===== src/shared/pad_state_cfg.svh =====
// constants for the suspend pad-state control block
`ifndef PAD_STATE_CFG_SVH
`define PAD_STATE_CFG_SVH
`define NUM_COLS 8
`define NUM_IRQ_COLS 5
`define IRQ_COL_FIRST 2
`define NUM_STROBES 6
`define RST_IR_RX_PD_EN 1'b1
`endif


===== src/shared/pad_state_pkg.sv =====
// types for the suspend pad-state control block
package pad_state_pkg;
  // pad control for one pin
  typedef struct packed {
    logic oe;
    logic dout;
    logic pu_en;
    logic pd_en;
  } pad_ctl_s;
  // dram suspend mode
  typedef enum logic [1:0] {
    DRAM_CBR = 2'b00,
    DRAM_SELF = 2'b01,
    DRAM_OFF = 2'b11
  } dram_mode_e;
endpackage


===== src/hw/pad_state_ctl.sv =====
// suspend pad-state control for keyboard, infrared and shared dram pins
`timescale 1ns/1ps
`default_nettype none
`include "pad_state_cfg.svh"
module pad_state_ctl
  import pad_state_pkg::*;
#(
  parameter int NUM_COLS = `NUM_COLS,
  parameter int NUM_STROBES = `NUM_STROBES
) (
  // clock and reset
  input wire logic clk_in,
  input wire logic srst_in,
  // status from power and dram units
  input wire logic suspend_in,
  input wire dram_mode_e dram_mode_in,
  input wire logic isa_group_off_in,
  // software configuration
  input wire logic ir_rx_pd_disable_in,
  input wire logic [NUM_COLS-1:0] col_pull_up_in,
  input wire logic [NUM_COLS-1:0] col_irq_sel_in,
  input wire logic irq_usage_flag_in,
  input wire logic [NUM_STROBES-1:0] strobe_en_in,
  input wire logic mem_addr_en_in,
  // functional drive values
  input wire logic ir_tx_data_in,
  input wire logic [NUM_COLS-1:0] col_drive_low_in,
  input wire logic [NUM_STROBES-1:0] strobe_data_in,
  input wire logic mem_addr_data_in,
  // pad controls
  output pad_ctl_s infrared_tx_out,
  output pad_ctl_s infrared_rx_out,
  output pad_ctl_s [NUM_COLS-1:0] col_pad_out,
  output pad_ctl_s [NUM_STROBES-1:0] strobe_pad_out,
  output pad_ctl_s mem_addr_pad_out
);

  // the interrupt-capable columns must exist
  if (NUM_COLS < `IRQ_COL_FIRST + `NUM_IRQ_COLS || NUM_STROBES < 1) begin : g_bad_params
    $error("pad_state_ctl: column or strobe count too small");
  end

  // ------------------------------------------------------------
  // state
  // ------------------------------------------------------------
  typedef struct packed {
    logic ir_rx_pd_en;
    pad_ctl_s ir_tx;
    pad_ctl_s ir_rx;
    pad_ctl_s [NUM_COLS-1:0] col;
    pad_ctl_s [NUM_STROBES-1:0] strobe;
    pad_ctl_s maddr;
  } state_s;

  state_s state_r;
  state_s state_nxt;

  // ------------------------------------------------------------
  // next-state logic
  // ------------------------------------------------------------
  always_comb begin
    state_nxt = state_r;
    // receive pulldown: on at reset, then software controlled
    state_nxt.ir_rx_pd_en = ~ir_rx_pd_disable_in;
    state_nxt.ir_rx = '{oe: 1'b0, dout: 1'b0, pu_en: 1'b0,
                        pd_en: state_nxt.ir_rx_pd_en};
    if (suspend_in) begin
      state_nxt.ir_tx = '{oe: 1'b0, dout: 1'b0, pu_en: 1'b0, pd_en: 1'b1};
    end else begin
      state_nxt.ir_tx = '{oe: 1'b1, dout: ir_tx_data_in, pu_en: 1'b0, pd_en: 1'b0};
    end
    for (int i = 0; i < NUM_COLS; i++) begin
      // only the interrupt-capable columns may become interrupt inputs
      if (col_irq_sel_in[i] && (i >= `IRQ_COL_FIRST)
          && (i < `IRQ_COL_FIRST + `NUM_IRQ_COLS)) begin
        // interrupt input, configured pull unless the suspend override forces pulldown
        state_nxt.col[i].oe = 1'b0;
        state_nxt.col[i].dout = 1'b0;
        if (suspend_in && isa_group_off_in && irq_usage_flag_in) begin
          state_nxt.col[i].pu_en = 1'b0;
          state_nxt.col[i].pd_en = 1'b1;
        end else begin
          state_nxt.col[i].pu_en = col_pull_up_in[i];
          state_nxt.col[i].pd_en = ~col_pull_up_in[i];
        end
      end else begin
        // open drain: enable only when pulling low
        state_nxt.col[i].oe = col_drive_low_in[i];
        state_nxt.col[i].dout = 1'b0;
        state_nxt.col[i].pu_en = col_pull_up_in[i];
        state_nxt.col[i].pd_en = ~col_pull_up_in[i];
      end
    end
    for (int j = 0; j < NUM_STROBES; j++) begin
      if (!strobe_en_in[j]) begin
        state_nxt.strobe[j] = '{oe: 1'b0, dout: 1'b0, pu_en: 1'b1, pd_en: 1'b0};
      end else if (!suspend_in || dram_mode_in == DRAM_CBR) begin
        state_nxt.strobe[j] = '{oe: 1'b1, dout: strobe_data_in[j],
                                pu_en: 1'b0, pd_en: 1'b0};
      end else if (dram_mode_in == DRAM_SELF) begin
        state_nxt.strobe[j] = '{oe: 1'b1, dout: 1'b0, pu_en: 1'b0, pd_en: 1'b0};
      end else begin
        state_nxt.strobe[j] = '{oe: 1'b0, dout: 1'b0, pu_en: 1'b0, pd_en: 1'b1};
      end
    end
    if (!mem_addr_en_in) begin
      state_nxt.maddr = '{oe: 1'b0, dout: 1'b0, pu_en: 1'b1, pd_en: 1'b0};
    end else if (suspend_in) begin
      state_nxt.maddr = '{oe: 1'b0, dout: 1'b0, pu_en: 1'b0, pd_en: 1'b1};
    end else begin
      state_nxt.maddr = '{oe: 1'b1, dout: mem_addr_data_in, pu_en: 1'b0, pd_en: 1'b0};
    end
  end

  // ------------------------------------------------------------
  // registers
  // ------------------------------------------------------------
  always_ff @(posedge clk_in) begin
    if (srst_in) begin
      state_r <= '0;
      state_r.ir_rx_pd_en <= `RST_IR_RX_PD_EN;
      state_r.ir_rx.pd_en <= `RST_IR_RX_PD_EN;
      state_r.ir_tx.oe <= 1'b1;
      for (int i = 0; i < NUM_COLS; i++) begin
        state_r.col[i].pu_en <= 1'b1;
      end
      for (int j = 0; j < NUM_STROBES; j++) begin
        state_r.strobe[j].pu_en <= 1'b1;
      end
      state_r.maddr.pu_en <= 1'b1;
    end else begin
      state_r <= state_nxt;
    end
  end

  assign infrared_tx_out = state_r.ir_tx;
  assign infrared_rx_out = state_r.ir_rx;
  assign col_pad_out = state_r.col;
  assign strobe_pad_out = state_r.strobe;
  assign mem_addr_pad_out = state_r.maddr;

  // ------------------------------------------------------------
  // per-column assertions
  // ------------------------------------------------------------
  for (genvar g = 0; g < NUM_COLS; g++) begin : g_col_chk
    localparam bit IRQ_OK = (g >= `IRQ_COL_FIRST) && (g < `IRQ_COL_FIRST + `NUM_IRQ_COLS);

    if (IRQ_OK) begin : g_irq

    end else begin : g_plain

    end
  end

  // ------------------------------------------------------------
  // per-strobe assertions
  // ------------------------------------------------------------
  for (genvar s = 0; s < NUM_STROBES; s++) begin : g_strobe_chk

  end
endmodule // pad_state_ctl
`default_nettype wire


===== config.mk =====
export PLATFORM = sky130hd
export DESIGN_NAME = pad_state_ctl
export DESIGN_NICKNAME = d
export VERILOG_FILES = /design/src/shared/pad_state_pkg.sv /design/src/hw/pad_state_ctl.sv
export VERILOG_INCLUDE_DIRS = /design/src /design/src/shared
export SDC_FILE = /design/constraint.sdc
export NUM_CORES = 1
export LEC_CHECK = 0
export ABC_AREA = 1
export BUFFER_PORTS_ARGS = -buffer_cell sky130_fd_sc_hd__buf_4
export CAP_MARGIN = 20
export CORE_MARGIN = 4
export CORE_UTILIZATION = 43
export DETAILED_ROUTE_END_ITERATION = 10
export GPL_ROUTABILITY_DRIVEN = 1
export HOLD_SLACK_MARGIN = 0.02
export PLACE_DENSITY = 0.94
export REMOVE_ABC_BUFFERS = 1
export SETUP_SLACK_MARGIN = 0.15
export SYNTH_ARGS = -nofsm -noshare
export SYNTH_HDL_FRONTEND = slang
export SYNTH_SLANG_ARGS = --single-unit

===== constraint.sdc =====
create_clock -name clk_in -period 1.2 [get_ports clk_in]
set_clock_uncertainty 0.1 [all_clocks]
set_input_delay 0.12 -clock clk_in [delete_from_list [all_inputs] [get_ports clk_in]]
set_output_delay 0.12 -clock clk_in [all_outputs]
set_load 0.005 [all_outputs]

---- Word level (Yosys, flattened, before mapping) ----
Cells that the tools add are included.
W data, S select, Z words.
word-level totals
  flip-flop bits (word level) ............. 68
  latch bits .............................. 0
  bits in writable memories ............... 0
  ROM bits ................................ 0
  input bits .............................. 47
  memories kept ........................... 0
operators by class
  add/sub/neg operators ................... 0
  multiply operators ...................... 0
  div/mod/pow operators ................... 0
  order comparisons ....................... 0
  equal/unequal tests ..................... 1
  shifts and indexed selects .............. 0
  muxes and demuxes ....................... 19
  bitwise operators ....................... 16
  reductions and logical operators ........ 25
operators with widths
  cell                  number
  $mux W4               12
  $reduce_or A2 Y1      13
  $reduce_or A3 Y1      7
  $not A1 Y1            16
  $mux W2               7
  $eq A2 B1 Y1 const B  1
  $logic_and A1 B1 Y1   2
  $logic_not A2 Y1      1
  $logic_not A1 Y1      1
  $logic_or A1 B1 Y1    1

---- Depth between registers and ports, before layout ----
Gate-level depths: netlist of the first run.
  depth after elaboration ................. 4
  mapped depth ............................ 5
  mapped depth without buffers ............ 3

---- Worst setup path before layout of the first run ----
No wires, ideal clock.
  kind .................................... input port to flip-flop
  from .................................... in srst_in
  to ...................................... reg state_r, in the netlist strobe_pad_out[10]
  setup time .............................. 0.073 ns
  arrival ................................. 0.605 ns
  setup slack ............................. 0.422 ns
  stages on the path ...................... 5
  path buffers ............................ 2
  cell sequence ........................... buf_6 clkinv_4 buf_12 nand2_4 nor3_2
between the ends
  longest elaborated chain between the ends .. 1
RTL lines
  what                        line                  RTL
  start: declaration          pad_state_ctl.sv:13   input wire logic srst_in,
  $reduce_or A2 Y1 (no line)  -
  end signal: assignment      pad_state_ctl.sv:132  state_r <= state_nxt;
  end: declaration            pad_state_ctl.sv:55   state_s state_r;
No other way between the ends.
A chain may end at the register's enable or synchronous reset.

---- Worst setup path after layout of the first run ----
  from .................................... reg state_r, in the netlist col_pad_out[11]
  to ...................................... out col_pad_out[11] (netlist bit)
RTL lines
  what              line                 RTL
  end: declaration  pad_state_ctl.sv:33  output pad_ctl_s [NUM_COLS-1:0] col_pad_out,
No word-level cell between the ends.

==> results of run 1 <==
-- cell usage after synthesis, drive strengths merged --
cell,number,area [um2]
nand4,5,31.28
a21oi,5,25.02
conb,1,3.750
inv,9,33.78
dfxtp,56,1121
clkinv,1,8.760
nor3b,7,57.55
nor2,21,78.83
nor3,6,45.04
buf,17,145.1
nand2,26,132.6
-- path summary, 6_finish.rpt --
path                        endpoint  cells past startpoint             from
hold / removal    strobe_pad_out[16]                      3  dram_mode_in[1]
setup / recovery     col_pad_out[11]                      1  col_pad_out[11]
-- timing repair --
action,CTS,global route
resized for setup,0,2
setup endpoints to repair,0,2
hold buffers,42,0
hold endpoints to repair,55,0
-- state kept, by name (all words and copies together), names as in the netlist --
name and flops:
mem_addr_pad_out 4, infrared_tx_out 3, strobe_pad_out 24, infrared_rx_out 1, col_pad_out 24
-- power breakdown --
| part | total, mW | switching (mW) | internal [mW] |
|---|---|---|---|
| registers | 1.98 | 0.0295 | 1.95 |
| logic | 0.527 | 0.208 | 0.319 |
| clock network | 1.06 | 0.636 | 0.427 |
| total | 3.57 | 0.873 | 2.69 |
-- area by class of cell --
cell class                 instances  area (um2)
antenna                            1       2.502
clock buffer                       5       68.82
clock inverter                     3       25.02
fill                             263       803.3
inverter                          10       42.54
multi-input combinational         82       420.4
sequential                        56        1122
tap                               48       60.06
timing repair buffer             142        1171
-- through the flow --
step,instances,power (mW),setup WS (ns),util,hold slack [ns]
5_1_grt,347,3.711,0.1585,0.7838,0.04749
3_3_place_gp,296,2.399,0.2543,0.6431,0.1820
2_1_floorplan,148,2.119,0.5526,-,0.08907
4_1_cts,346,3.573,0.1985,0.7815,0.03082
6_report,347,3.565,0.1809,0.7838,0.04251
3_5_place_dp,296,2.417,0.2254,0.6431,0.1858
-- logic make-up (layout without fill, tap and decap cells) --
group                  after synthesis  in the layout  share of synthesized area
other                                1             13                   0.002228
flip-flops                          56             56                     0.6662
AND/OR/NAND/NOR                     65             65                     0.2052
AO/OA/AOI/OAI                        5              5                    0.01487
buffers and inverters               27            160                     0.1115
-- layer usage --
layer  GRT usage  routed length (um)  vias up
met2      0.4314                3043       91
met4      0.1315                 288        0
met3     0.05824                 420       23
li1            -                   -      747
met5           0                   0        -
met1      0.1995                1723      703
-- cell usage in the layout (no fill, tap or decap), types with 3 or more instances in the layout --
cell	count
nand2_4	4
nand2_1	20
clkbuf_8	5
a21oi_1	5
nor3_1	3
dfxtp_1	55
nand4_1	5
nor3b_1	5
inv_1	8
nor3_2	3
dlygate4sd3_1	42
conb_1	12
nor2_1	21
buf_4	100
==> results.py, run 1 <==
metrics = {
    "global_route": {
        "grt.total_usage": 0.2207,
        "grt-ovfl-total": 0,
        "grt_antenna_before_repair": 1,
        "grt_max_degree": 20,
        "grt_pass1_wl_mm": 8.245,
        "grt_pass1_vias": 1643,
    },
    "worst_setup_path": {
        "path_max_fanout": 1,
        "critPathKind": "flop to output port",
        "critPathLaunchType": "flop",
        "critPathArrivalTime_ns": 0.80,
        "endpoint_kind": "output port",
        "cp_cell_sequence": "buf_4",
        "critPathSlowestCell": "dfxtp_1",
        "cp_top_family": "flip-flops",
        "required_ns": 0.98,
        "path_buf_inv": 1,
        "worst_path_largest_cell_delay_ns": 0.36,
    },
    "run_status": {
        "status": "complete, no violations",
    },
    "routing": {
        "vias_per_cell": 4.507,
        "ant_nets": 0,
        "wl_per_cell_um": 15.78,
        "drcViolationCount": 0,
        "vias": 1564,
        "first_pass_iters": 4,
        "drt_iter0_drc": 55,
        "wirelength_mm": 5.476,
    },
    "power_and_ir_drop": {
        "power_density_mw_per_mm2": 1224,
        "p_leak_nw": 1.419,
        "peakVddDrop_mv": 0.8366,
    },
    "sta": {
        "finalCritPeriodShare": 0.8492,
        "clock.fmax_mhz": 981.3,
        "drv_slew": 0,
        "finalSetupViolCount": 0,
        "post-route-min-period_ns": 1.019,
        "fin_setup_tns_ns": 0,
        "rsz0062_at_grt": "no",
        "hold_viol": 0,
    },
    "layout": {
        "synthToLayoutAreaGrowth_pct": 73.09,
        "fin_area_mm2": 0.002913,
        "drive_above_1_share": 0.4094,
        "nNetsFinal": 344,
    },
    "synth": {
        "synth_cells": 154,
        "syn_area_per_cell_um2": 10.93,
        "netlist_area_mm2": 0.001683,
        "ys_warn_count": 0,
        "yosysSeqAreaShare": 0.6662,
        "synth_seq_cells": 56,
        "synthDistinctLibCells": 19,
    },
    "die": {
        "dieArea_mm2": 0.004979,
        "die_y_um": 70.56,
        "initial_core_util": 0.4529,
        "ios": 115,
        "chipWidth_um": 70.56,
        "row_count": 22,
        "core-area_mm2": 0.003716,
    },
    "placed_design": {
        "place_congestion": 0.7614,
        "post-dp-hpwl_mm": 3.194,
        "portBuffers": 99,
        "dpl_cell_area_mm2": 0.002390,
    },
    "clocking": {
        "root_buffer": "clkbuf_8",
        "cts_tree": "yes",
        "ctsHtreeMaxLevel": 2,
        "cts-root-to-sink-buffers": 2,
        "cts.sinks": 56,
        "cts_buffers": 5,
        "cts_setup_buffers": 0,
        "clkTransAtPathRegs_ns": 0.11,
    },
    "hold_path": {
        "hp-class": "input pin to flop",
    },
    "flow_run": {
        "cap_viol_max_count": 0,
    },
}
Note: power is estimated with default switching activity, not from simulation.
==> inputs of run 2 (changes only) <==
Settings changed: CORE_UTILIZATION 43 to 36, PLACE_DENSITY 0.94 to 0.85.
Clock period 1.2 ns to 0.9 ns, I/O delays scaled along.
==> run 2 against run 1 <==
  * The run now ends with negative hold slack, negative setup slack left
  * Critical path depth unchanged
  * Die area is 17% higher
  * Utilization is 15 points lower
  * Flip-flop and latch count did not move
  * Final area fell by 3.6%
  * Cell count decreased by 9.2%
  * Power grew 36%
  * Global-route usage fell by 7.7 points
  * Critical path type unchanged
  * First-iteration DRC count shrank 56%
  * Largest power group unchanged
  * Clock power grew 50%
  * Sequential share of layout area increased by 3.3 points
  * Via count fell by 16%
==> results.py, run 2 (synthesis results as in run 1) <==
metrics = {
    "sta": {
        "finalCritPeriodShare": 1.043,
        "hold_viol": 48,
        "rsz0062_at_grt": "yes",
        "setup_ws_ns": -0.03856,
        "worst_hold_slack_ns": -0.1652,
        "finalSetupViolCount": 56,
        "drv_slew": 0,
        "clock.fmax_mhz": 1065,
        "post-route-min-period_ns": 0.9386,
    },
    "routing": {
        "wl_per_cell_um": 13.63,
        "vias_per_cell": 4.175,
        "wirelength_mm": 4.292,
        "ant_nets": 0,
        "first_pass_iters": 4,
        "vias": 1315,
        "drcViolationCount": 0,
        "drt_iter0_drc": 24,
    },
    "global_route": {
        "grt.total_usage": 0.1433,
        "grt_pass1_wl_mm": 6.410,
        "grt-ovfl-total": 0,
        "grt_antenna_before_repair": 0,
        "grt_max_degree": 18,
        "grt_pass1_vias": 1331,
    },
    "worst_setup_path": {
        "worst_path_largest_cell_delay_ns": 0.34,
        "path_max_fanout": 1,
        "path_buf_inv": 1,
        "critPathArrivalTime_ns": 0.75,
        "cp_cell_sequence": "buf_6",
        "endpoint_kind": "output port",
        "critPathSlowestCell": "dfxtp_2",
        "startpoint": "mem_addr_pad_out[0]",
        "critPathLaunchType": "flop",
        "endpoint": "mem_addr_pad_out[0]",
        "worst-path-stages": 1,
        "required_ns": 0.71,
        "cp_top_family": "flip-flops",
        "critPathKind": "flop to output port",
    },
    "placed_design": {
        "place_ws_ns": 0.007051,
        "place_inst": 301,
        "post-dp-hpwl_mm": 3.097,
        "portBuffers": 99,
        "place_congestion": 0.7171,
    },
    "die": {
        "die_y_um": 76.37,
        "ios": 115,
        "row_count": 24,
        "core-area_mm2": 0.004444,
        "dieArea_mm2": 0.005832,
        "initial_core_util": 0.3787,
        "chipWidth_um": 76.37,
    },
    "clocking": {
        "cts-root-to-sink-buffers": 2,
        "root_buffer": "clkbuf_8",
        "clkTransAtPathRegs_ns": 0.09,
        "postCtsHoldBufs": 6,
        "cts_buffers": 5,
        "cts.sinks": 56,
        "cts_tree": "yes",
        "ctsHtreeMaxLevel": 2,
    },
    "layout": {
        "multi_input_area_um2": 419.2,
        "final_common_cell": "buf_4",
        "antenna_cells_inserted": 0,
        "finalNonFillerCells": 315,
        "drive_above_1_share": 0.6312,
        "nNetsFinal": 309,
        "ff_latch_area_mm2": 0.001176,
        "layout_common_cells": "buf_4 (56), buf_6 (45), dfxtp_2 (44), nor2_1 (21), nand2_1 (20)",
        "synthToLayoutAreaGrowth_pct": 66.91,
        "fill_cells": 358,
    },
    "run_status": {
        "violations": "negative hold slack, negative setup slack",
        "status": "finished, violations left",
    },
    "power_and_ir_drop": {
        "p_leak_nw": 1.362,
        "power_density_mw_per_mm2": 1731,
        "peakVddDrop_mv": 0.8762,
    },
    "hold_path": {
        "hp-class": "input pin to flop",
    },
    "flow_run": {
        "cap_viol_max_count": 0,
    },
}
run 2: area by class of cell:
class | count | area share
multi-input cells | 82 | 0.1492
clock buffers | 5 | 0.02450
repair buffers | 107 | 0.3541
inverters | 10 | 0.01514
flip-flops and latches | 56 | 0.4187
clock inverters | 3 | 0.01514
well taps | 52 | 0.02316
run 2: how the worst min path moves through the flow:
stage                                  from              end  slack [ns]  cells past startpoint
after global routing      col_pull_up_in[7]  col_pad_out[28]       -0.19                      2
after floorplan                     srst_in  col_pad_out[12]        0.06                      1
after detailed placement  col_pull_up_in[7]  col_pad_out[28]        0.15                      2
final                     col_pull_up_in[7]  col_pad_out[28]       -0.17                      2
after CTS                 col_pull_up_in[7]  col_pad_out[28]       -0.17                      2
after global placement    col_pull_up_in[0]   col_pad_out[0]        0.15                      2
run 2: through the flow:
| step | power, mW | TNS (ns) | utilization | cell area, um2 |
|---|---|---|---|---|
| 6_report | 4.863 | -1.359 | 0.6320 | 2809 |
| 2_1_floorplan | 2.826 | 0 | - | 1579 |
| 4_1_cts | 4.840 | -1.875 | 0.5997 | 2665 |
| 5_1_grt | 5.066 | -3.037 | 0.6320 | 2809 |
| 3_5_place_dp | 3.222 | 0 | 0.5405 | 2402 |
| 3_3_place_gp | 3.208 | 0 | 0.5405 | 2402 |
run 2: where the power goes:
| group | leakage [nW] | internal, mW | switching [mW] |
|---|---|---|---|
| logic | 0.837 | 0.382 | 0.234 |
| registers | 0.471 | 2.61 | 0.0497 |
| clock network | 0.0541 | 0.823 | 0.763 |
| total | 1.36 | 3.82 | 1.05 |
run 2: routing by layer:
layer | GRT usage | share of wire | wire [um] | vias up
met5 | 0 | 0 | 0 | -
met4 | 0.05435 | 0.016 | 68 | 0
met3 | 0.04846 | 0.066 | 282 | 7
met2 | 0.2812 | 0.57 | 2458 | 53
met1 | 0.1344 | 0.35 | 1482 | 589
li1 | - | - | - | 666
run 2: timing repair:
action                                 in CTS  in global routing
pin swaps                                   0                  1
setup endpoints to repair                  56                 60
buffers inserted                            0                  0
endpoints found under the hold margin      56                 49
resized for setup                          35                 58
==> inputs of run 3 (changes only) <==
Settings changed: BUFFER_PORTS_ARGS -buffer_cell sky130_fd_sc_hd__buf_4 to -buffer_cell sky130_fd_sc_hd__buf_2.
==> run 3 against run 2 <==
  * The flow still finishes with violations (negative hold slack, negative setup slack)
  * Final area fell by 10%
  * Sequential share of layout area rose by 3.4 points
  * Die area did not move
  * Maximum frequency fell by 0.12%
  * Critical path type unchanged
  * Highest routed layer unchanged
==> results.py, run 3 (synthesis results as in run 1) <==
metrics = {
    "run_status": {
        "status": "finished, violations left",
        "violations": "negative hold slack, negative setup slack",
    },
    "worst_setup_path": {
        "path_buf_inv": 1,
        "endpoint_kind": "output port",
        "worst-path-stages": 1,
        "required_ns": 0.71,
        "critPathSlowestCell": "dfxtp_2",
        "cp_cell_sequence": "buf_2",
        "critPathKind": "flop to output port",
        "path_max_fanout": 1,
        "critPathArrivalTime_ns": 0.75,
        "critPathLaunchType": "flop",
        "cp_top_family": "flip-flops",
        "worst_path_largest_cell_delay_ns": 0.33,
        "startpoint": "col_pad_out[31]",
        "endpoint": "col_pad_out[31]",
    },
    "power_and_ir_drop": {
        "peakVddDrop_mv": 0.5830,
        "power_density_mw_per_mm2": 1875,
        "p_sw_mw": 1.044,
        "power_frac_seq": 0.556,
        "clkPwrFrac": 0.336,
        "p_leak_nw": 1.327,
        "comb_power_share": 0.108,
        "netSwitchingFraction": 0.2202,
        "totalPowerFinal_mw": 4.740,
        "p_int_mw": 3.696,
    },
    "clocking": {
        "cts-root-to-sink-buffers": 2,
        "clkTransAtPathRegs_ns": 0.09,
        "cts.sinks": 56,
        "root_buffer": "clkbuf_8",
        "cts_tree": "yes",
        "ctsHtreeMaxLevel": 2,
        "cts_buffers": 5,
    },
    "placed_design": {
        "place_ws_ns": -0.01233,
        "dpl_cell_area_mm2": 0.002175,
        "place_inst": 302,
        "place_congestion": 0.7552,
        "post-dp-hpwl_mm": 3.103,
        "portBuffers": 99,
    },
    "die": {
        "initial_core_util": 0.3787,
        "die_y_um": 76.37,
        "ios": 115,
        "chipWidth_um": 76.37,
        "dieArea_mm2": 0.005832,
        "core-area_mm2": 0.004444,
        "row_count": 24,
    },
    "flow_run": {
        "cap_viol_max_count": 0,
    },
    "routing": {
        "vias_per_cell": 4.297,
        "wirelength_mm": 4.214,
        "ant_nets": 0,
        "vias": 1388,
        "drcViolationCount": 0,
        "wl_per_cell_um": 13.05,
        "first_pass_iters": 4,
        "drt_iter0_drc": 23,
    },
    "global_route": {
        "grt.total_usage": 0.1454,
        "grt_antenna_before_repair": 0,
        "grt-ovfl-total": 0,
        "grt_max_degree": 19,
        "grt_pass1_vias": 1438,
        "grt_pass1_wl_mm": 6.617,
    },
    "layout": {
        "drive_above_1_share": 0.5424,
        "synthToLayoutAreaGrowth_pct": 50.26,
        "layout_common_cells": "buf_2 (90), dfxtp_1 (37), nor2_1 (20), dfxtp_2 (19), nand2_1 (16)",
        "final_common_cell": "buf_2",
        "fin_area_mm2": 0.002529,
        "antenna_cells_inserted": 0,
        "finalNonFillerCells": 323,
        "nNetsFinal": 317,
    },
    "sta": {
        "finalSetupViolCount": 56,
        "drv_slew": 0,
        "clock.fmax_mhz": 1064,
        "worst_hold_slack_ns": -0.1702,
        "hold_viol": 38,
        "post-route-min-period_ns": 0.9397,
        "setup_ws_ns": -0.03970,
        "rsz0062_at_grt": "yes",
        "finalCritPeriodShare": 1.044,
    },
    "hold_path": {
        "hp-class": "input pin to flop",
    },
}
[run 3: changes by cell type in the layout (fill, tap and decap cells not counted), sizes merged]
cell	previous run	this run
buf	101	102
dlygate4sd3	3	7
dlymetal6s4s	3	6
[run 3: power by group through the flow]
stage          Sequential (mW)  Combinational (mW)  Clock [mW]
4_1_cts                   2.62               0.479        1.64
3_3_place_gp              2.68               0.424           0
6_report                  2.63               0.513        1.59
5_1_grt                   2.65               0.567        1.75
3_5_place_dp              2.68               0.435           0
2_1_floorplan             2.70               0.128           0
[run 3: per-layer routing]
| metal | vias to the layer above | wire (um) | GRT usage |
|---|---|---|---|
| met5 | - | 0 | 0 |
| met4 | 0 | 104 | 0.08333 |
| met3 | 11 | 256 | 0.03310 |
| met2 | 55 | 2370 | 0.2803 |
| met1 | 639 | 1483 | 0.1393 |
| li1 | 683 | - | - |
[run 3: how the worst min path moves through the flow]
stage / startpoint / to / slack, ns / cells after the start
6_report: col_pull_up_in[1] / col_pad_out[4] / -0.17 / 2
5_1_grt: col_pull_up_in[0] / col_pad_out[0] / -0.18 / 2
4_1_cts: col_pull_up_in[1] / col_pad_out[4] / -0.18 / 2
3_5_place_dp: col_pull_up_in[1] / col_pad_out[4] / 0.16 / 2
3_3_place_gp: col_pull_up_in[0] / col_pad_out[0] / 0.15 / 2
2_1_floorplan: srst_in / col_pad_out[12] / 0.06 / 1
[run 3: area by class of cell]
cell class                 count  area (um2)
fill                         394        1916
sequential                    56        1145
timing repair buffer         115       732.0
multi-input combinational     82       432.9
clock buffer                   5       68.82
tap                           52       65.06
clock inverter                 3       42.54
inverter                      10       42.54
[run 3: through the flow]
stage | util | TNS, ns
2_1_floorplan | - | 0
3_3_place_gp | 0.4893 | 0
3_5_place_dp | 0.4893 | -0.01233
4_1_cts | 0.5425 | -1.729
5_1_grt | 0.5690 | -3.057
6_report | 0.5690 | -0.9997
[run 3: what timing repair did]
| action | 4_1_cts | 5_1_grt |
|---|---|---|
| resized for setup | 4 | 36 |
| pin swaps | 0 | 2 |
| hold endpoints to repair | 54 | 43 |
| setup buffers | 0 | 0 |
| setup endpoints to repair | 56 | 65 |
| hold buffers | 12 | 1 |
